--- config.mk ---
export PLATFORM = sky130hd
export DESIGN_NAME = bmc_regs
export DESIGN_NICKNAME = d
export VERILOG_FILES = /design/src/core/bmc_pkg.sv /design/src/core/bmc_regs.sv
export SDC_FILE = /design/constraint.sdc
export NUM_CORES = 1
export LEC_CHECK = 0
export BUFFER_PORTS_ARGS = -buffer_cell sky130_fd_sc_hd__buf_4
export CORE_ASPECT_RATIO = 0.7
export CORE_MARGIN = 4
export CORE_UTILIZATION = 40
export CTS_CLUSTER_DIAMETER = 60
export DETAILED_ROUTE_END_ITERATION = 8
export GPL_ROUTABILITY_DRIVEN = 0
export PLACE_DENSITY = 0.67
export SLEW_MARGIN = 20
export SYNTH_ARGS = -nofsm -noshare
export SYNTH_HDL_FRONTEND = slang
export SYNTH_SLANG_ARGS = --single-unit
--- constraint.sdc ---
create_clock -name sys_clk_i -period 2.46 [get_ports sys_clk_i]
set_input_delay 0 -clock sys_clk_i [delete_from_list [all_inputs] [get_ports sys_clk_i]]
set_output_delay 0 -clock sys_clk_i [all_outputs]
set_load 0.02 [all_outputs]
--- src/core/bmc_pkg.sv ---
// package: register map, field layout and reset values of the bias and mux control bank
package bmc_pkg;
    localparam logic [3:0] BMC_ADDR_BIAS = 4'h1;
    localparam logic [3:0] BMC_ADDR_MUX_CONTROL_ONE = 4'h2;
    localparam logic [7:0] BMC_BIAS_RST = 8'h00;
    localparam logic [6:0] BMC_MUX_CONTROL_ONE_RST = 7'h00;
    localparam int BMC_CLKSRC_BIT = 7;
    localparam logic [2:0] BMC_MON_NORMAL = 3'h0;
    localparam logic [3:0] BMC_WRITE_REGISTER_COMMAND_OP = 4'h4;
    localparam logic [3:0] BMC_RREG_OP = 4'h2;
    localparam logic [3:0] BMC_UPPER_ZERO = 4'h0;
    localparam logic [7:0] BMC_NOP = 8'hff;
    localparam logic [3:0] BMC_CNT_ZERO = 4'h0;

    typedef enum logic [1:0] {
        BMC_IDLE = 2'b00,
        BMC_COUNT = 2'b01,
        BMC_WDATA = 2'b11,
        BMC_RDATA = 2'b10
    } bmc_state_e;

    typedef struct packed {
        logic [1:0] ref_ctrl;
        logic [1:0] ref_sel;
        logic [2:0] mon_sel;
    } bmc_mux_control_one_s;

    typedef struct packed {
        bmc_state_e state;
        logic [3:0] addr;
        logic [3:0] count;
        logic [7:0] bias;
        bmc_mux_control_one_s mux_control_one;
        logic [7:0] bias_out;
        logic clk_src;
        logic [7:0] rd_data;
        logic rd_valid;
    } bmc_regs_s;
endpackage : bmc_pkg

--- src/core/bmc_regs.sv ---
// bias enable and second mux control registers behind a byte command port
`timescale 1ns/100ps
// How it works
// - Bias output bit n drives the mid-supply bias switch of input n while enable bit n is one.
// - A zero enable bit leaves that input unbiased, and all enable bits clear on reset.
// - The second mux control register sits at address 02h with its low seven bits reset to zero.
// - Bit 7 of that register is a read-only clock source flag that writes cannot change.
// - The flag reads zero on the internal oscillator and one on an external clock.
// - Any nonzero monitor select removes all input bias, only 000 keeps normal routing.
module bmc_regs
    import bmc_pkg::*;
(
    // clock and reset
    input wire logic sys_clk_i,
    input wire logic sys_rst_i,
    // command byte stream from the serial front end
    input wire logic [7:0] cmd_byte_i,
    input wire logic cmd_valid_i,
    input wire logic cmd_end_i,
    // clock source in use: 0 internal oscillator, 1 external
    input wire logic ext_clk_sel_i,
    // read data back to the serial front end
    output logic [7:0] rd_byte_o,
    output logic rd_valid_o,
    // analog controls
    output logic [7:0] bias_en_o,
    output logic [1:0] ref_ctrl_o,
    output logic [1:0] ref_sel_o,
    output logic [2:0] mon_sel_o
);
    bmc_regs_s r;
    bmc_regs_s next_r;
    // an end in the same cycle as a byte wins, so the byte is never taken
    logic cmd_take;
    assign cmd_take = cmd_valid_i && !cmd_end_i;

    function automatic logic [7:0] read_reg(input bmc_regs_s s, input logic [3:0] a);
        logic [7:0] v;
        v = 8'h00;
        if (a == BMC_ADDR_BIAS) begin
            v = s.bias;
        end else if (a == BMC_ADDR_MUX_CONTROL_ONE) begin
            v = {s.clk_src, s.mux_control_one};
        end
        return v;
    endfunction : read_reg

    always_comb begin
        next_r = r;
        next_r.rd_valid = 1'b0;
        next_r.clk_src = ext_clk_sel_i;
        case (r.state)
            BMC_IDLE: begin
                if (cmd_take && cmd_byte_i[7:4] == BMC_WRITE_REGISTER_COMMAND_OP) begin
                    next_r.addr = cmd_byte_i[3:0];
                    next_r.state = BMC_COUNT;
                    next_r.count = BMC_CNT_ZERO;
                end else if (cmd_take && cmd_byte_i[7:4] == BMC_RREG_OP) begin
                    next_r.addr = cmd_byte_i[3:0];
                    next_r.state = BMC_COUNT;
                    next_r.count = 4'hf;
                end
            end
            BMC_COUNT: begin
                if (cmd_take) begin
                    // count byte marked in count field: f means read pending
                    if (r.count == 4'hf) begin
                        next_r.state = BMC_RDATA;
                    end else begin
                        next_r.state = BMC_WDATA;
                    end
                    next_r.count = cmd_byte_i[3:0];
                end
            end
            BMC_WDATA: begin
                if (cmd_take) begin
                    // writes to unlisted addresses are dropped, this bank owns two only
                    if (r.addr == BMC_ADDR_BIAS) begin
                        next_r.bias = cmd_byte_i;
                    end else if (r.addr == BMC_ADDR_MUX_CONTROL_ONE) begin
                        next_r.mux_control_one = cmd_byte_i[BMC_CLKSRC_BIT-1:0];
                    end
                    next_r.addr = r.addr + 4'h1;
                    next_r.count = r.count - 4'h1;
                    if (r.count == BMC_CNT_ZERO) begin
                        next_r.state = BMC_IDLE;
                    end
                end
            end
            BMC_RDATA: begin
                // any byte clocks out data; its content is ignored as a command
                if (cmd_take) begin
                    next_r.rd_data = read_reg(r, r.addr);
                    next_r.rd_valid = 1'b1;
                    next_r.addr = r.addr + 4'h1;
                    next_r.count = r.count - 4'h1;
                    if (r.count == BMC_CNT_ZERO) begin
                        next_r.state = BMC_IDLE;
                    end
                end
            end
            default: begin
                next_r.state = BMC_IDLE;
            end
        endcase
        if (cmd_end_i) begin
            next_r.state = BMC_IDLE;
        end
        // monitor modes disconnect the inputs, so no bias may reach them
        if (next_r.mux_control_one.mon_sel != BMC_MON_NORMAL) begin
            next_r.bias_out = 8'h00;
        end else begin
            next_r.bias_out = next_r.bias;
        end
    end

    always_ff @(posedge sys_clk_i) begin
        if (sys_rst_i) begin
            r.state <= BMC_IDLE;
            r.addr <= BMC_CNT_ZERO;
            r.count <= BMC_CNT_ZERO;
            r.bias <= BMC_BIAS_RST;
            r.mux_control_one <= BMC_MUX_CONTROL_ONE_RST;
            r.bias_out <= BMC_BIAS_RST;
            r.clk_src <= 1'b0;
            r.rd_data <= 8'h00;
            r.rd_valid <= 1'b0;
        end else begin
            r <= next_r;
        end
    end

    assign rd_byte_o = r.rd_data;
    assign rd_valid_o = r.rd_valid;
    assign bias_en_o = r.bias_out;
    assign ref_ctrl_o = r.mux_control_one.ref_ctrl;
    assign ref_sel_o = r.mux_control_one.ref_sel;
    assign mon_sel_o = r.mux_control_one.mon_sel;

    a_bias_follows: assert property (@(posedge sys_clk_i) disable iff (sys_rst_i)
        (r.mux_control_one.mon_sel == BMC_MON_NORMAL) |-> (bias_en_o == r.bias))
        else $error("bias output differs from enable register");
    a_bias_reset: assert property (@(posedge sys_clk_i)
        sys_rst_i |=> (r.bias == 8'h00 && bias_en_o == 8'h00))
        else $error("bias not cleared by reset");
    a_mux_control_one_reset: assert property (@(posedge sys_clk_i)
        sys_rst_i |=> (r.mux_control_one == 7'h00))
        else $error("mux control not cleared by reset");
    a_flag_readonly: assert property (@(posedge sys_clk_i) disable iff (sys_rst_i)
        (rd_valid_o && $past(r.addr) == BMC_ADDR_MUX_CONTROL_ONE) |-> rd_byte_o[7] == $past(r.clk_src))
        else $error("clock flag read wrong");
    a_flag_source: assert property (@(posedge sys_clk_i) disable iff (sys_rst_i)
        ##1 r.clk_src == $past(ext_clk_sel_i))
        else $error("clock flag does not track source");
    a_fields_out: assert property (@(posedge sys_clk_i) disable iff (sys_rst_i)
        {ref_ctrl_o, ref_sel_o, mon_sel_o} == r.mux_control_one)
        else $error("field outputs mismatch");
    a_monitor_kill: assert property (@(posedge sys_clk_i) disable iff (sys_rst_i)
        (mon_sel_o != BMC_MON_NORMAL) |-> (bias_en_o == 8'h00))
        else $error("bias present in monitor mode");
    a_write_register_command_start: assert property (@(posedge sys_clk_i) disable iff (sys_rst_i)
        (r.state == BMC_IDLE && cmd_valid_i && !cmd_end_i && cmd_byte_i[7:4] == BMC_WRITE_REGISTER_COMMAND_OP)
        |=> (r.state == BMC_COUNT && r.addr == $past(cmd_byte_i[3:0])))
        else $error("write command not accepted");

    // command sequencing and data paths
    a_end_idle: assert property (@(posedge sys_clk_i) disable iff (sys_rst_i)
        cmd_end_i
        |=> (r.state == BMC_IDLE))
        else $error("end did not return to idle");
    a_abort_holds: assert property (@(posedge sys_clk_i) disable iff (sys_rst_i)
        cmd_end_i
        |=> (r.bias == $past(r.bias) && r.mux_control_one == $past(r.mux_control_one)))
        else $error("aborted byte changed a register");
    a_bias_write: assert property (@(posedge sys_clk_i) disable iff (sys_rst_i)
        (r.state == BMC_WDATA && cmd_take && r.addr == BMC_ADDR_BIAS)
        |=> (r.bias == $past(cmd_byte_i)))
        else $error("bias write lost");
    a_mux_write: assert property (@(posedge sys_clk_i) disable iff (sys_rst_i)
        (r.state == BMC_WDATA && cmd_take && r.addr == BMC_ADDR_MUX_CONTROL_ONE)
        |=> (r.mux_control_one == $past(cmd_byte_i[BMC_CLKSRC_BIT-1:0])))
        else $error("mux control write lost");
    a_count_byte: assert property (@(posedge sys_clk_i) disable iff (sys_rst_i)
        (r.state == BMC_COUNT && cmd_take)
        |=> (r.count == $past(cmd_byte_i[3:0])))
        else $error("count byte not taken");
    a_read_bias: assert property (@(posedge sys_clk_i) disable iff (sys_rst_i)
        (r.state == BMC_RDATA && cmd_take && r.addr == BMC_ADDR_BIAS)
        |=> (rd_valid_o && rd_byte_o == $past(r.bias)))
        else $error("bias read wrong");
    a_read_mux: assert property (@(posedge sys_clk_i) disable iff (sys_rst_i)
        (r.state == BMC_RDATA && cmd_take && r.addr == BMC_ADDR_MUX_CONTROL_ONE)
        |=> (rd_valid_o && rd_byte_o == {$past(r.clk_src), $past(r.mux_control_one)}))
        else $error("mux control read wrong");
    a_write_last: assert property (@(posedge sys_clk_i) disable iff (sys_rst_i)
        (r.state == BMC_WDATA && cmd_take && r.count == BMC_CNT_ZERO)
        |=> (r.state == BMC_IDLE))
        else $error("write did not stop after last byte");
    a_read_last: assert property (@(posedge sys_clk_i) disable iff (sys_rst_i)
        (r.state == BMC_RDATA && cmd_take && r.count == BMC_CNT_ZERO)
        |=> (r.state == BMC_IDLE))
        else $error("read did not stop after last byte");
    a_other_drop: assert property (@(posedge sys_clk_i) disable iff (sys_rst_i)
        (r.state == BMC_WDATA && cmd_take && r.addr != BMC_ADDR_BIAS && r.addr != BMC_ADDR_MUX_CONTROL_ONE)
        |=> (r.bias == $past(r.bias) && r.mux_control_one == $past(r.mux_control_one)))
        else $error("write to foreign address landed");
    a_bias_zero_bits: assert property (@(posedge sys_clk_i) disable iff (sys_rst_i)
        1'b1
        |-> ((bias_en_o & ~r.bias) == 8'h00))
        else $error("bias on an input whose enable is zero");
    a_flag_reset: assert property (@(posedge sys_clk_i)
        sys_rst_i
        |=> (r.clk_src == 1'b0))
        else $error("clock flag not cleared by reset");
    a_idle_no_read: assert property (@(posedge sys_clk_i) disable iff (sys_rst_i)
        (r.state != BMC_RDATA)
        |=> !rd_valid_o)
        else $error("read strobe outside a read");
    a_addr_step: assert property (@(posedge sys_clk_i) disable iff (sys_rst_i)
        ((r.state == BMC_WDATA || r.state == BMC_RDATA) && cmd_take)
        |=> (r.addr == 4'($past(r.addr) + 4'h1)))
        else $error("address did not advance");
endmodule : bmc_regs

; ---- Yosys cells after proc, flatten, opt, wreduce, memory -nomap -nowiden
; Cells that the tools add are included.
[word_totals]
regBits = 43
out_inout_bits = 24
[op_classes]
n_addsub = 2
eq_ne = 12
muxes = 18
bitwise = 2
reduce_logical = 15
[ops]
columns = cell, count
row1 = $mux W10, 3
row2 = $mux W25, 1
row3 = $mux W8, 3
row4 = $pmux W4 S4, 1
row5 = $mux W15, 1
row6 = $mux W7, 2
row7 = $pmux W4 S3, 1
row8 = $reduce_and A4 Y1, 3
row9 = $eq A4 B2 Y1 const B, 2
row10 = $pmux W2 S4, 1
row11 = $ne A2 B2 Y1 const B, 3
row12 = $reduce_bool A3 Y1, 2
row13 = $reduce_or A2 Y1, 3
row14 = $add A4 B1 Y4 const B, 1
row15 = $eq A2 B2 Y1 const B, 2
row16 = $eq A4 B1 Y1 const B, 1
row17 = $eq A4 B3 Y1 const B, 1
row18 = $eq A4 B4 Y1 const B, 1
row19 = $logic_not A4 Y1, 1
row20 = $mux W2, 2
row21 = $mux W4, 1
row22 = $sub A4 B1 Y4 const B, 1
row23 = $logic_and A1 B1 Y1, 3
row24 = $ne A3 B3 Y1 const B, 1
row25 = other kinds (6), 8

; ---- Logic depth before layout (Yosys ltp)
; Gate-level depths: netlist (run 1).
[depth]
depth_word = 7
ltp_mapped = 7
mapped_depth_nobuf = 6

; ---- Least setup slack after synthesis (run 1)
; Ideal clock, no wire load.
[synth_timing]
kind = register -> register
start = register r[38] (netlist name)
end = register r (netlist bit bias_en_o[0])
setup_ns = 0.130
arrival_ns = 1.823
required_time_ns = 2.330
slack_ns = 0.508
stages_incl_launch_ff = 8
n_path_buf = 1
period_less_slack_ns = 1.952
path_cell_list = dfxtp_1 -> inv_1 -> ha_1 -> nor4b_4 -> and4_1 -> buf_6 -> mux2i_2 -> nor2_1
[synth_between]
elab_chain_len = 7
[synth_lines]
columns = item, line_no
row1 = from (decl), bmc_regs.sv:31  ; bmc_regs_s r;
row2 = from (signal assigned), bmc_regs.sv:129  ; r <= next_r;
row3 = $eq A4 B2 Y1, bmc_regs.sv:80  ; end else if (r.addr == BMC_ADDR_MUX_CONTROL_ONE) begin
row4 = $mux W7, bmc_regs.sv:80
row5 = $mux W7, bmc_regs.sv:78  ; if (r.addr == BMC_ADDR_BIAS) begin
row6 = $mux W25 (*), bmc_regs.sv:76  ; if (cmd_take) begin
row7 = $mux W15 (*), bmc_regs.sv:52  ; case (r.state)
row8 = $reduce_bool A3 Y1, bmc_regs.sv:110  ; if (next_r.mux_control_one.mon_sel != BMC_MON_NORMAL) begin
row9 = $reduce_or A2 Y1 (no source line), n/a
; Every way passes the cells marked *; elsewhere a longest branch is shown, timed or not. The select of a mux whose other input is x is not followed.
; A chain may end at the register's enable or synchronous reset.

; ---- Worst setup path in the final report (run 1)
; Ends and elaborated chain as after synthesis.

==> impl_metrics.ini, run 1 <==
[status]
status = complete, no violations

[cells_and_area]
drive_gt1_share_pct = 23.3
antennaDiodeCount = 0
design_area_um2 = 2450
fillCellCount = 468
syn_to_final_growth_pct = 17.3
nNetsFinal = 263
final_util_pct = 49.8
multi_input_area_um2 = 971
seq_area_um2 = 861

[sta]
maxSlewHeadroom_pct = 65.3
rsz0062_at_grt = no
finalMaxSlewViolations = 0
final-hold-violation-count = 0
finalSetupViolations = 0
period_needed_ps = 1960
fin_skew_ps = 6.44
max_freq_ghz = 0.511
setup-tns-final_ps = 0
worst_slew_pin_slew_ps = 520
finalCritPeriodShare_pct = 79.6

[drt]
final_antenna_net_count = 0
drc = 0
via_per_inst = 5.19
drt_iter0_drc = 95
wire_per_inst_um = 15.6
first_pass_iters = 4
vias = 1631
drt_wl_total_mm = 4.90

[worst_setup_path]
path_max_fanout = 8
cp_data_required_time_ps = 2620
crit_end = bias_en_o[0]
rrSetupSlack_ps = 500
crit_start = r[38]
worstPathArrival_ps = 2120
rr_worst_depth = 6
r2r_end = bias_en_o[0]
reg2reg_from = r[38]
end_kind = flop
critPathLaunchType = flop
path_class = flop to flop

[die]
die_w_um = 94.3
rows = 21
start_util_pct = 42.4
die_h_um = 68.4
coreArea_um2 = 4910
io_pins = 37
die_area_um2 = 6450

[synth]
yosys_warnings = 0
ys_types = 40
seq_area_frac_synth_pct = 41.3
synthAdderAreaFrac_pct = 3.60
synth_mux_area_share_pct = 8.40
yosys.area.top_type = dfxtp_1
syn_area_um2 = 2090
synth_top_family_by_area = simple AND/OR/NAND/NOR gates
synth_most_common_cell = dfxtp_1
syn_inst = 223
synth_ff_type = dfxtp_1
synth_seq_cells = 43
synth-xor-area-share_pct = 0.840
synth_fp_nets = 242
yosys.area_share.simple_pct = 19.1
synthTopCellsByCount = dfxtp_1, nor2_1, buf_4, mux2i_1, a211oi_1
synth_area_per_cell_um2 = 9.35
synth_top_area_share_pct = 41.3
synth-edff-count = 0
async_flop_share_pct = 0
synth_compound_area_share_pct = 14.6
synth.area.top_cells = dfxtp_1, buf_4, mux2i_1, nor2_1, a211oi_1

[place]
place_area_um2 = 2270
port_buffers = 36
dp.final_hpwl_mm = 3.48

[clock_network]
ctsHtreeMaxLevel = 2
cts_buffers = 5
tritoncts = yes
cts-resized-gates = 0
cts_setup_buffers = 0
path_clk_slew_ps = 80
cts_sinks = 43
clock_insertion_delay_worst_skew_ps = 290
holdBufCountCts = 4
cts_root_buf = clkbuf_8
clockBufferDepth = 2

[flow_run]
maxCapViolCount = 0

[hold_path]
worstHoldPathType = input port to flop

[global_routing]
grt_pass1_vias = 1589
grt_pass1_wl_mm = 7.85
grt_antenna_before_repair = 0
grt-ovfl-total = 0
grt_max_degree = 40
grt_use_total_pct = 16.2

[power]
leakagePower_nw = 0.910
power-per-cell-area_nw_per_um2 = 583
peakVddDrop_v = 0.000265
layout make-up:
cell class | instances | share of cell area, %
clock inverter | 2 | 2.45
tap | 69 | 3.53
sequential | 43 | 35.2
timing repair buffer | 47 | 14.8
inverter | 9 | 1.38
multi-input combinational | 138 | 39.7
clock buffer | 6 | 2.97
kinds of logic after synthesis:
kind of cell	after synthesis
buffers and inverters	42
xor gates and xnor gates	2
DFF	43
and+or+nand+nor	72
muxes	17
AOI/OAI and AO/OA	41
adders and majority gates	6
through the flow:
step	total power, mW	instances	hold slack, ps	setup WS [ps]
floorplan	0.760	223	76.3	508
global placement	0.797	302	226	653
detailed placement	0.797	302	227	575
CTS	1.44	314	1.74	514
global route	1.48	314	8.69	378
finish	1.43	314	7.36	502
sequential cells by signal, indices dropped and copies added, names as in the netlist:
register / cells
ref_ctrl_o: 2
ref_sel_o: 2
rd_valid_o: 1
r: 19
rd_byte_o: 8
bias_en_o: 8
mon_sel_o: 3
per-layer routing:
layer	up-vias	wire length (µm)	GRT usage, %
met5	-	0	0
met4	0	34	5.05
met3	5	335	5.05
met2	49	1990	22.4
met1	769	2540	23.7
li1	808	-	-
where the power goes:
| part | total, mW | internal [mW] | switching, mW |
|---|---|---|---|
| Combinational | 0.0829 | 0.0360 | 0.0469 |
| Clock | 0.641 | 0.406 | 0.235 |
| Sequential | 0.704 | 0.699 | 0.00453 |
| Total | 1.43 | 1.14 | 0.286 |
cell usage in the layout (no fill, tap or decap), drive strengths merged, types with 2 or more instances in the layout:
master and count:
dfxtp 43, nand3b 2, nor2 40, a22oi 9, nor4 3, a2111oi 4, nor2b 2, nand3 3
clkbuf 6, a211oi 13, and3 3, inv 9, ha 6, nor3 3, mux2i 16, nor4b 2
o21ai 5, nand2b 7, buf 43, dlygate4sd3 4, bufinv 2, a21oi 5, and4 2, xnor2 2
nor3b 2
critical path, stage by stage, from the launching register on:
cell and delay, ps:
dfxtp_1 350, inv_1 90, ha_1 200, nor3b_2 220, and4_1 560, mux2i_1 320
nor2_1 70
worst min-delay path by stage:
stage	to	slack [ps]	cells after the start	start
final	bias_en_o[5]	7	3	cmd_byte_i[5]
after global routing	ref_ctrl_o[0]	9	3	cmd_byte_i[5]
after CTS	ref_ctrl_o[0]	2	3	cmd_byte_i[5]
after detailed placement	r[42]	230	2	cmd_end_i
after global placement	r[42]	230	2	cmd_end_i
after floorplan	r[42]	80	1	cmd_end_i
(Power assumes the default switching activity.)
==> run 2: changes to the inputs <==
Clock period 2.46 ns to 1.83 ns, I/O delays scaled along.
==> run 2 against run 1 <==
  * Design area up 5.1%
  * Clock skew shrank 3.2 ps
  * Worst setup slack lost 420 ps
  * Utilization rose by 2.5 points
  * Sequential share of layout area down 1.6 points
  * Sequential cell count unchanged
  * Clock power rose by 38%
  * Worst hold slack worse by 2.1 ps
  * Largest power group unchanged
==> impl_metrics.ini, run 2 (synthesized netlist as in run 1, its figures left out) <==
[sta]
finalCritPeriodShare_pct = 95.6
period_needed_ps = 1750
final-hold-violation-count = 0
hold_slack_ps = 5.23
worst_slack_ps = 81.1
max_freq_ghz = 0.572
maxSlewHeadroom_pct = 68.3
setup-tns-final_ps = 0
fin_skew_ps = 3.26
finalSetupViolations = 0
worst_slew_pin_slew_ps = 471
rsz0062_at_grt = no
finalMaxSlewViolations = 0

[power]
power_frac_clock_pct = 45.1
comb_power_share_pct = 6.5
peakVddDrop_v = 0.000444
leakagePower_nw = 0.946
power-per-cell-area_nw_per_um2 = 761
seq_power_share_pct = 48.4
switchingPower_mw = 0.411
intPower_mw = 1.54
switching_share_pct = 21.0

[cells_and_area]
final_cell_mix = buf_4, dfxtp_1, nor2_1
nNetsFinal = 270
drive_gt1_share_pct = 26.6
top_register = r
final_common_cell = buf_4
syn_to_final_growth_pct = 23.3
final_util_pct = 52.3
fillCellCount = 474
largest_reg_flops = 19
antennaDiodeCount = 0
stdcell_count = 321

[place]
dp.final_hpwl_mm = 3.53
post-place-ws_ps = 62.8
port_buffers = 36
place_inst = 305

[drt]
drc = 0
first_pass_iters = 4
drt_wl_total_mm = 4.97
vias = 1632
wire_per_inst_um = 15.5
drt_iter0_drc = 113
via_per_inst = 5.08
final_antenna_net_count = 0

[global_routing]
grt_pass1_vias = 1531
grt_use_total_pct = 16.8
grt_antenna_before_repair = 0
grt_max_degree = 40
grt-ovfl-total = 0
grt_pass1_wl_mm = 8.12

[clock_network]
clock_insertion_delay_worst_skew_ps = 300
ctsHtreeMaxLevel = 2
cts_setup_buffers = 0
cts_buffers = 5
clockBufferDepth = 2
cts_root_buf = clkbuf_8
tritoncts = yes
path_clk_slew_ps = 80
cts_sinks = 43

[die]
die_w_um = 94.3
coreArea_um2 = 4910
start_util_pct = 42.4
io_pins = 37
rows = 21
die_area_um2 = 6450
die_h_um = 68.4

[hold_path]
hold_end = mon_sel_o[1]
worstHoldPathType = input port to flop
worstHoldStart = cmd_byte_i[1]
holdPathStages = 3

[worst_setup_path]
reg2reg_from = r[37]
cp_data_required_time_ps = 2020
end_kind = flop
rrSetupSlack_ps = 90
worstPathArrival_ps = 1940
r2r_end = bias_en_o[3]
rr_worst_depth = 6
path_class = input port to flop
critPathLaunchType = input port
path_max_fanout = 5

[status]
status = complete, no violations

[flow_run]
maxCapViolCount = 0
run 2: changes by cell type in the layout (fill, tap and decap cells not counted), sizes merged:
cell	delta
dlygate4sd3	+4
buf	+3
run 2: timing repair:
action,CTS,global route
setup endpoints to repair,0,14
hold buffers,8,0
resized for setup,0,8
endpoints found under the hold margin,9,0
run 2: critical path, stage by stage:
cell           delay (ps)
dlygate4sd3_1         550
buf_4                 160
or4b_1                570
o22ai_4               190
o21ai_1               100
a2111oi_1             360
run 2: power groups by stage:
stage | Combinational (mW) | Clock [mW] | Sequential [mW]
after detailed placement | 0.107 | 0 | 0.968
after global routing | 0.138 | 0.934 | 0.947
after CTS | 0.121 | 0.897 | 0.946
after global placement | 0.107 | 0 | 0.968
after floorplan | 0.0565 | 0 | 0.967
final | 0.127 | 0.882 | 0.946
run 2: per-layer routing:
| layer | vias up | GRT usage [%] | wire [µm] |
|---|---|---|---|
| li1 | 824 | - | - |
| met1 | 775 | 24.4 | 2680 |
| met2 | 27 | 23.9 | 2020 |
| met3 | 6 | 4.73 | 219 |
| met4 | 0 | 4.86 | 52 |
| met5 | - | 0 | 0 |
run 2: layout make-up:
cell class | count | area, µm² | share of cell area, %
Inverter | 9 | 33.8 | 1.31
Clock inverter | 2 | 60.1 | 2.34
Tap cell | 69 | 86.3 | 3.36
Clock buffer | 6 | 72.6 | 2.82
Sequential cell | 43 | 862 | 33.5
Timing Repair Buffer | 54 | 438 | 17.0
Multi-Input combinational cell | 138 | 1020 | 39.6
run 2: worst max-delay path by stage:
stage | from | to | slack (ps)
finish | cmd_byte_i[4] | r[35] | 80
global route | cmd_byte_i[4] | r[36] | 5
CTS | r[37] | bias_en_o[3] | 30
detailed placement | r[38] | bias_en_o[3] | 60
global placement | r[38] | bias_en_o[3] | 100
floorplan | r[38] | bias_en_o[0] | 5
run 2: through the flow:
stage,power [mW],instance area (µm²)
6_report,1.96,2570
3_3_place_gp,1.07,2330
3_5_place_dp,1.07,2330
2_1_floorplan,1.02,2110
5_1_grt,2.02,2570
4_1_cts,1.96,2540
